## config.mk

```make
export PLATFORM = sky130hd
export DESIGN_NAME = fwc_ctrl
export DESIGN_NICKNAME = d
export VERILOG_FILES = /design/src/fwc_ctrl.v /design/src/fwc_timer.v
export VERILOG_INCLUDE_DIRS = /design/src
export SDC_FILE = /design/constraint.sdc
export NUM_CORES = 1
export LEC_CHECK = 0
export BUFFER_PORTS_ARGS = -buffer_cell sky130_fd_sc_hd__buf_4
export CAP_MARGIN = 25
export CORE_ASPECT_RATIO = 1.25
export CORE_MARGIN = 5
export CORE_UTILIZATION = 33
export DETAILED_ROUTE_END_ITERATION = 8
export SKIP_LAST_GASP = 1
export SLEW_MARGIN = 20
export SYNTH_ARGS = -nofsm -noshare
export SYNTH_HDL_FRONTEND = slang
export SYNTH_SLANG_ARGS = --single-unit
```

## constraint.sdc

```tcl
create_clock -name CLK_SYS -period 2.5 [get_ports CLK_SYS]
set_input_delay 0.375 -clock CLK_SYS [delete_from_list [all_inputs] [get_ports CLK_SYS]]
set_output_delay 0.375 -clock CLK_SYS [all_outputs]
set_load 0.005 [all_outputs]
```

## src/fwc_map.vh

```
// flash write controller constants: command bits, field positions, timing figures
// assumes a 200 MHz system clock; included by both design files
//
// How it works
// flash is 8, 16 or 32 pages of 1024 bytes
// reads are per byte, programming per 16-bit word
// a page erase takes about 20 ms
// one word program takes about 20 us
// write bit starts sequence at high:low address
// busy flag high during each word program
// every second data byte programs one word
// any number of words; pages must be erased
// no flash fetch while writing; run from RAM
// cpu continues after data write, no stall
// flash access while busy is a violation
// dma trigger raised when data register ready
// dma uses block-to-fixed single byte transfers
// armed dma gets first trigger at start
// cpu polls busy before the next two bytes
// software waits for bit 7 clear first
// example starts write with command value 02h
// erase bit erases page from high address [6:1]
// erase and write together: erase goes first
// timing value 21000*F/16e9, reset 0x11
// first byte low address, then address steps a word
`ifndef FWC_MAP_VH
`define FWC_MAP_VH
`define FWC_CMD_ERASE 0
`define FWC_CMD_WRITE 1
`define FWC_CMD_SWBUSY 6
`define FWC_CMD_BUSY 7
`define FWC_PAGE_BYTES 1024
`define FWC_PAGE_HI 6
`define FWC_PAGE_LO 1
`define FWC_WT_RESET 6'h11
`define FWC_ERASE_NS 20000000
`define FWC_PROG_NS 20000
`define FWC_CLK_MHZ 200
`define FWC_WT_BASE 6'h11
`endif

```

## src/fwc_ctrl.v

```verilog
// flash write controller: command, address, data byte pairing, flash program/erase
// assumes cpu/dma writes are single-cycle strobes on CLK_SYS, flash array is external
`timescale 1ns/1ps
`include "fwc_map.vh"
module fwc_ctrl #(
    parameter ADDR_W = 15,
    parameter PAGES = 32,
    parameter ERASE_CYCLES = (`FWC_ERASE_NS / 1000) * `FWC_CLK_MHZ,
    parameter PROG_CYCLES = (`FWC_PROG_NS / 1000) * `FWC_CLK_MHZ
) (
    input wire CLK_SYS,
    input wire RESET_N,
    input wire CMD_WE,
    input wire [7:0] CMD_WDATA,
    output wire [7:0] FLASH_COMMAND_REG,
    input wire ADDR_HIGH_WE,
    input wire ADDR_LOW_WE,
    input wire [7:0] ADDR_WDATA,
    output wire [7:0] FLASH_ADDR_HIGH,
    output wire [7:0] FLASH_ADDR_LOW,
    input wire TIMING_WE,
    input wire [5:0] TIMING_WDATA,
    output wire [5:0] WRITE_TIMING_REG,
    input wire DATA_WE,
    input wire [7:0] FLASH_WRITE_DATA_REG,
    input wire DMA_ARMED,
    output wire FLASH_DATA_DMA_TRIGGER,
    input wire CPU_FLASH_ACCESS,
    output wire ACCESS_VIOLATION,
    output wire CPU_FLASH_BLOCK,
    output wire SINGLE_WRITE_BUSY,
    output wire FLASH_PROG,
    output wire FLASH_ERASE,
    output wire [ADDR_W-1:0] FLASH_ADDR,
    output wire [15:0] FLASH_WDATA,
    output wire [5:0] FLASH_PAGE
);
    localparam ST_IDLE = 3'd0;
    localparam ST_ERASE = 3'd1;
    localparam ST_WRITE = 3'd2;
    localparam ST_PROG = 3'd3;
    localparam [21:0] ERASE_CNT = ERASE_CYCLES[21:0];
    localparam [21:0] PROG_BASE = PROG_CYCLES[21:0];

    reg [2:0] state_q;
    reg [7:0] addr_hi_q;
    reg [7:0] addr_lo_q;
    reg [5:0] wt_q;
    reg [7:0] low_byte_q;
    reg have_low_q;
    reg write_pend_q;
    reg prog_q;
    reg erase_q;
    reg [15:0] wdata_q;
    reg [ADDR_W-1:0] faddr_q;
    reg trig_q;
    reg viol_q;
    reg [21:0] load_cycles;
    reg timer_load;
    wire timer_done;
    wire busy;
    wire sw_busy;
    wire [ADDR_W-1:0] word_addr;
    reg [2:0] state_d;
    reg [7:0] addr_hi_d;
    reg [7:0] addr_lo_d;
    reg [5:0] wt_d;
    reg [7:0] low_byte_d;
    reg have_low_d;
    reg write_pend_d;
    reg prog_d;
    reg erase_d;
    reg [15:0] wdata_d;
    reg [ADDR_W-1:0] faddr_d;
    reg trig_d;
    reg viol_d;
    reg [7:0] cmd_view;
    wire start_erase;
    wire start_write;
    wire pair_done;

    // word address from high:low, byte address = word * 2
    assign word_addr = {addr_hi_q[ADDR_W-9:0], addr_lo_q};

    // one command bit; shared by the timer load and the state machine
    function cmd_has;
        input [7:0] cmd;
        input integer pos;
        begin
            cmd_has = cmd[pos];
        end
    endfunction

    // erase wins over write in one command; the write waits for the erase
    assign start_erase = (state_q == ST_IDLE) && CMD_WE
        && cmd_has(CMD_WDATA, `FWC_CMD_ERASE);
    assign start_write = (state_q == ST_IDLE) && CMD_WE
        && cmd_has(CMD_WDATA, `FWC_CMD_WRITE);
    assign pair_done = (state_q == ST_WRITE) && DATA_WE && have_low_q;

    fwc_timer #(
        .WIDTH(22)
    ) u_timer (
        .clk(CLK_SYS),
        .reset_n(RESET_N),
        .load(timer_load),
        .cycles(load_cycles),
        .done(timer_done)
    );

    assign sw_busy = (state_q == ST_PROG);
    assign busy = (state_q != ST_IDLE);

    always @* begin
        timer_load = 1'b0;
        load_cycles = PROG_BASE;
        if (start_erase) begin
            timer_load = 1'b1;
            load_cycles = ERASE_CNT;
        end else if (pair_done) begin
            timer_load = 1'b1;
            load_cycles = PROG_BASE;
        end
    end

    always @* begin
        state_d = state_q;
        addr_hi_d = addr_hi_q;
        addr_lo_d = addr_lo_q;
        wt_d = wt_q;
        low_byte_d = low_byte_q;
        have_low_d = have_low_q;
        write_pend_d = write_pend_q;
        prog_d = 1'b0;
        erase_d = 1'b0;
        wdata_d = wdata_q;
        faddr_d = faddr_q;
        trig_d = 1'b0;
        // a violation pulses on any flash access while word busy
        viol_d = CPU_FLASH_ACCESS && sw_busy;
        // settings frozen while busy so a running word keeps its address
        if (TIMING_WE && !busy) begin
            wt_d = TIMING_WDATA;
        end
        if (ADDR_HIGH_WE && !busy) begin
            addr_hi_d = ADDR_WDATA;
        end
        if (ADDR_LOW_WE && !busy) begin
            addr_lo_d = ADDR_WDATA;
        end
        case (state_q)
            ST_IDLE: begin
                have_low_d = 1'b0;
                if (start_erase) begin
                    erase_d = 1'b1;
                    write_pend_d = cmd_has(CMD_WDATA, `FWC_CMD_WRITE);
                    state_d = ST_ERASE;
                end else if (start_write) begin
                    state_d = ST_WRITE;
                    trig_d = DMA_ARMED;
                end
            end
            ST_ERASE: begin
                if (timer_done) begin
                    write_pend_d = 1'b0;
                    if (write_pend_q) begin
                        state_d = ST_WRITE;
                        trig_d = DMA_ARMED;
                    end else begin
                        state_d = ST_IDLE;
                    end
                end
            end
            ST_WRITE: begin
                if (DATA_WE) begin
                    if (!have_low_q) begin
                        low_byte_d = FLASH_WRITE_DATA_REG;
                        have_low_d = 1'b1;
                        trig_d = 1'b1;
                    end else begin
                        // second byte is the high half of the word
                        wdata_d = {FLASH_WRITE_DATA_REG, low_byte_q};
                        faddr_d = word_addr;
                        prog_d = 1'b1;
                        have_low_d = 1'b0;
                        state_d = ST_PROG;
                    end
                end
            end
            ST_PROG: begin
                // bytes arriving here are dropped; the feeder waits for the next trigger
                if (timer_done) begin
                    // address steps one word; sequence stays open
                    {addr_hi_d, addr_lo_d} = {addr_hi_q, addr_lo_q} + 16'h0001;
                    state_d = ST_WRITE;
                    trig_d = 1'b1;
                end
            end
            default: begin
                state_d = ST_IDLE;
            end
        endcase
    end

    always @(posedge CLK_SYS) begin
        if (!RESET_N) begin
            state_q <= ST_IDLE;
            addr_hi_q <= 8'h00;
            addr_lo_q <= 8'h00;
            wt_q <= `FWC_WT_RESET;
            low_byte_q <= 8'h00;
            have_low_q <= 1'b0;
            write_pend_q <= 1'b0;
            prog_q <= 1'b0;
            erase_q <= 1'b0;
            wdata_q <= 16'h0000;
            faddr_q <= {ADDR_W{1'b0}};
            trig_q <= 1'b0;
            viol_q <= 1'b0;
        end else begin
            state_q <= state_d;
            addr_hi_q <= addr_hi_d;
            addr_lo_q <= addr_lo_d;
            wt_q <= wt_d;
            low_byte_q <= low_byte_d;
            have_low_q <= have_low_d;
            write_pend_q <= write_pend_d;
            prog_q <= prog_d;
            erase_q <= erase_d;
            wdata_q <= wdata_d;
            faddr_q <= faddr_d;
            trig_q <= trig_d;
            viol_q <= viol_d;
        end
    end

    // limitation: the sequence stays open until reset; commands only in idle
    always @* begin
        cmd_view = 8'h00;
        cmd_view[`FWC_CMD_BUSY] = busy;
        cmd_view[`FWC_CMD_SWBUSY] = sw_busy;
        cmd_view[`FWC_CMD_WRITE] = (state_q == ST_WRITE) || (state_q == ST_PROG)
            || write_pend_q;
        cmd_view[`FWC_CMD_ERASE] = (state_q == ST_ERASE);
    end
    assign FLASH_COMMAND_REG = cmd_view;
    assign FLASH_ADDR_HIGH = addr_hi_q;
    assign FLASH_ADDR_LOW = addr_lo_q;
    assign WRITE_TIMING_REG = wt_q;
    assign FLASH_DATA_DMA_TRIGGER = trig_q;
    assign ACCESS_VIOLATION = viol_q;
    assign CPU_FLASH_BLOCK = busy;
    assign SINGLE_WRITE_BUSY = sw_busy;
    assign FLASH_PROG = prog_q;
    assign FLASH_ERASE = erase_q;
    assign FLASH_ADDR = faddr_q;
    assign FLASH_WDATA = wdata_q;
    assign FLASH_PAGE = addr_hi_q[`FWC_PAGE_HI:`FWC_PAGE_LO];
endmodule // fwc_ctrl

```

## src/fwc_timer.v

```verilog
// countdown timer for erase and word-program durations
// assumes load is a single-cycle pulse on the system clock
`timescale 1ns/1ps
`include "fwc_map.vh"
module fwc_timer #(
    parameter WIDTH = 22
) (
    input wire clk,
    input wire reset_n,
    input wire load,
    input wire [WIDTH-1:0] cycles,
    output wire done
);
    reg [WIDTH-1:0] cnt_q;
    reg run_q;
    reg done_q;
    always @(posedge clk) begin
        if (!reset_n) begin
            cnt_q <= {WIDTH{1'b0}};
            run_q <= 1'b0;
            done_q <= 1'b0;
        end else begin
            done_q <= 1'b0;
            if (load) begin
                cnt_q <= cycles;
                run_q <= 1'b1;
            end else if (run_q) begin
                if (cnt_q <= {{(WIDTH-1){1'b0}}, 1'b1}) begin
                    run_q <= 1'b0;
                    done_q <= 1'b1;
                end else begin
                    cnt_q <= cnt_q - {{(WIDTH-1){1'b0}}, 1'b1};
                end
            end
        end
    end
    assign done = done_q;
endmodule // fwc_timer

```

==> reports/metrics.csv <==
metric;value;unit
status;finished clean;
Total GRT Usage;15.1;%
dpl hpwl;8240;um
Die Y;135;um
Max Cap Viol;0;
most frequent cell after synthesis;nand2_1;
Vias;3964;
WHS;0.244;ns
PostCTS Resize Cnt;0;
Finished Layout Cells;772;
H-Tree Depth;3;
num rows;45;
nets;645;
P per Cell Area;705;nW/um^2
syn_area_per_cell;8.04;um^2
Clock Latency Late Sink;0.34;ns
routability cong.;0.845;
Starting DRT DRC Count;206;
Data arrival, critical path;2.55;ns
number of synthesized register bits;93;
Synth Cell Area;4110;um^2
Synthesis Warnings;0;
Pre-Repair DR Iteration Count;6;
Synth-to-Final Area Change;28.5;%
RSZ-0062 raised after global routing;no;
fin. max-slew vios;0;
Core Box Area;12200;um^2
Starting Density;33.8;%
number of fill cells;1254;
maximum operating frequency;431;MHz
Max rail drop VDD;0.000305;V
I/O pin cnt;112;
area leader, netlist;dfxtp_1;
Post-synth EDFFs;0;
CP Class;register to register;
WL final;11200;um
Vias/cell;5.13;
Mapped Cells;511;
Pleak;2.07;nW
synth top area cells;dfxtp_1 (45%), nand2_1 (10%), a21oi_1 (8.9%), nor2_1 (2.7%), o21ai_0 (2.2%);
count of cell types in the netlist;56;
die width;110;um
Die Area;14800;um^2
worst slew pin tran;0.595;ns
setup TNS;0;ns
crit-path max FO;15;
Post-CTS Setup Bufs;0;
Reg clk slew, reported paths;0.07;ns
final antenna-violating net count;0;
Hold Path Class;primary input to register;
clock root buffer;clkbuf_16;
antenna violations before repair;0;
mean routed wirelength per cell;14.5;um
Clock Skew;0.00828;ns
type of origin of the critical path;register;
first-pass GRT wire length;17700;um
most instantiated cells after synthesis;nand2_1 (111), dfxtp_1 (93), a21oi_1 (73), nor2_1 (29), clkbuf_1 (21);
largest net degree at the start of global routing;37;
antenna diode count;0;
cell count after placement;756;
total gr overflow;0;
final hold violations;0;
Final Critical Period;2.32;ns
area share of the largest cell type after synthesis;45.3;%
ys async rst share;0;%
hold buffer count at CTS;0;
IO buf count;101;
Layout Utilization;43.4;%
max_slew headroom;60.2;%
Worst Setup End Kind;register;
fraction of layout cells with a size suffix above 1;23.7;%
fin crit share;92.8;%
Finish-stage setup viols;0;
Worst EP required;2.73;ns
vias in the first global route;3645;
Residual DRC;0;
Post-synth top flop;dfxtp_1;
sequential share of the synthesized area;45.3;%
CTS tree;built;
Sink Count;93;
clk buf depth;2;
clock buffer count from CTS;9;
-- cell type report --
| cell class | instances | area, um^2 | share of cell area, % |
|---|---|---|---|
| Tap cell | 164 | 205 | 3.89 |
| Multi-Input combinational cell | 374 | 2020 | 38.3 |
| Inverter | 10 | 37.5 | 0.711 |
| Clock inverter | 7 | 63.8 | 1.21 |
| Clock buffer | 9 | 225 | 4.27 |
| Timing Repair Buffer | 115 | 863 | 16.4 |
| Sequential cell | 93 | 1860 | 35.3 |
-- critical path, cell delays in order (launching register included) --
cell and delay, ns:
dfxtp_1 0.35, or4_4 0.56, or4_4 0.47, o31ai_4 0.25
buf_4 0.23, nor4_1 0.07, o31a_1 0.28
-- sequential cells by signal (all words and copies together), names as in the netlist, 2 cells and up --
signal            count
low_byte_q            8
FLASH_WDATA          16
state_q               2
FLASH_ADDR_LOW        8
FLASH_ADDR_HIGH       8
u_timer.cnt_q        22
FLASH_ADDR           15
WRITE_TIMING_REG      6
-- stage by stage --
stage                     setup WS [ns]  instance area (um^2)  power, mW
after floorplan                   0.361                  4120       2.17
after global placement            0.234                  4990       2.40
after detailed placement          0.184                  4990       2.43
after CTS                         0.168                  5280       3.76
after global routing             0.0607                  5280       3.93
final                             0.181                  5280       3.72
-- where the power goes --
group	total (mW)	leakage (nW)	switching (mW)	internal, mW
Combinational	0.726	1.18	0.411	0.316
Clock	1.33	0.137	0.628	0.699
Sequential	1.66	0.756	0.0977	1.57
-- cell usage in the layout, fill, tap and decap left out, types with 10 or more instances in the layout --
cell / Yosys / layout
dfxtp_1: 93 / 93
buf_4: 12 / 115
o31ai_1: 10 / 10
o21ai_0: 18 / 18
nand2_1: 111 / 111
a21oi_1: 73 / 73
nor2_1: 29 / 29
a31oi_1: 10 / 10
-- routing by layer --
layer  share of wire [%]  global-route usage [%]
met1                  42                    18.4
met2                  51                    26.0
met3                 5.1                    2.92
met4                 2.2                    5.82
met5                   0                       0
-- logic make-up after synthesis --
family	count (synthesis)	synth area share, %
XOR/XNOR	4	0.853
flip-flops	93	45.3
other	1	0.0913
multiplexers	1	0.244
AND/OR/NAND/NOR	223	26.1
adder cells (fa/ha/maj)	3	0.914
AO/OA/AOI/OAI	139	20.6
buffers and inverters	47	5.88
-- worst paths after layout --
kind | from | endpoint | slack [ns] | cells past startpoint
worst max-delay path | u_timer.cnt_q[8] | u_timer.cnt_q[8] | 0.18 | 6
worst max register to register | u_timer.cnt_q[8] | u_timer.cnt_q[8] | 0.18 | 6
worst min-delay path | TIMING_WDATA[4] | WRITE_TIMING_REG[4] | 0.24 | 3
worst min register to register | FLASH_ADDR[3] | FLASH_ADDR[3] | 0.45 | 2
Note: power is estimated with default switching activity, not from simulation.
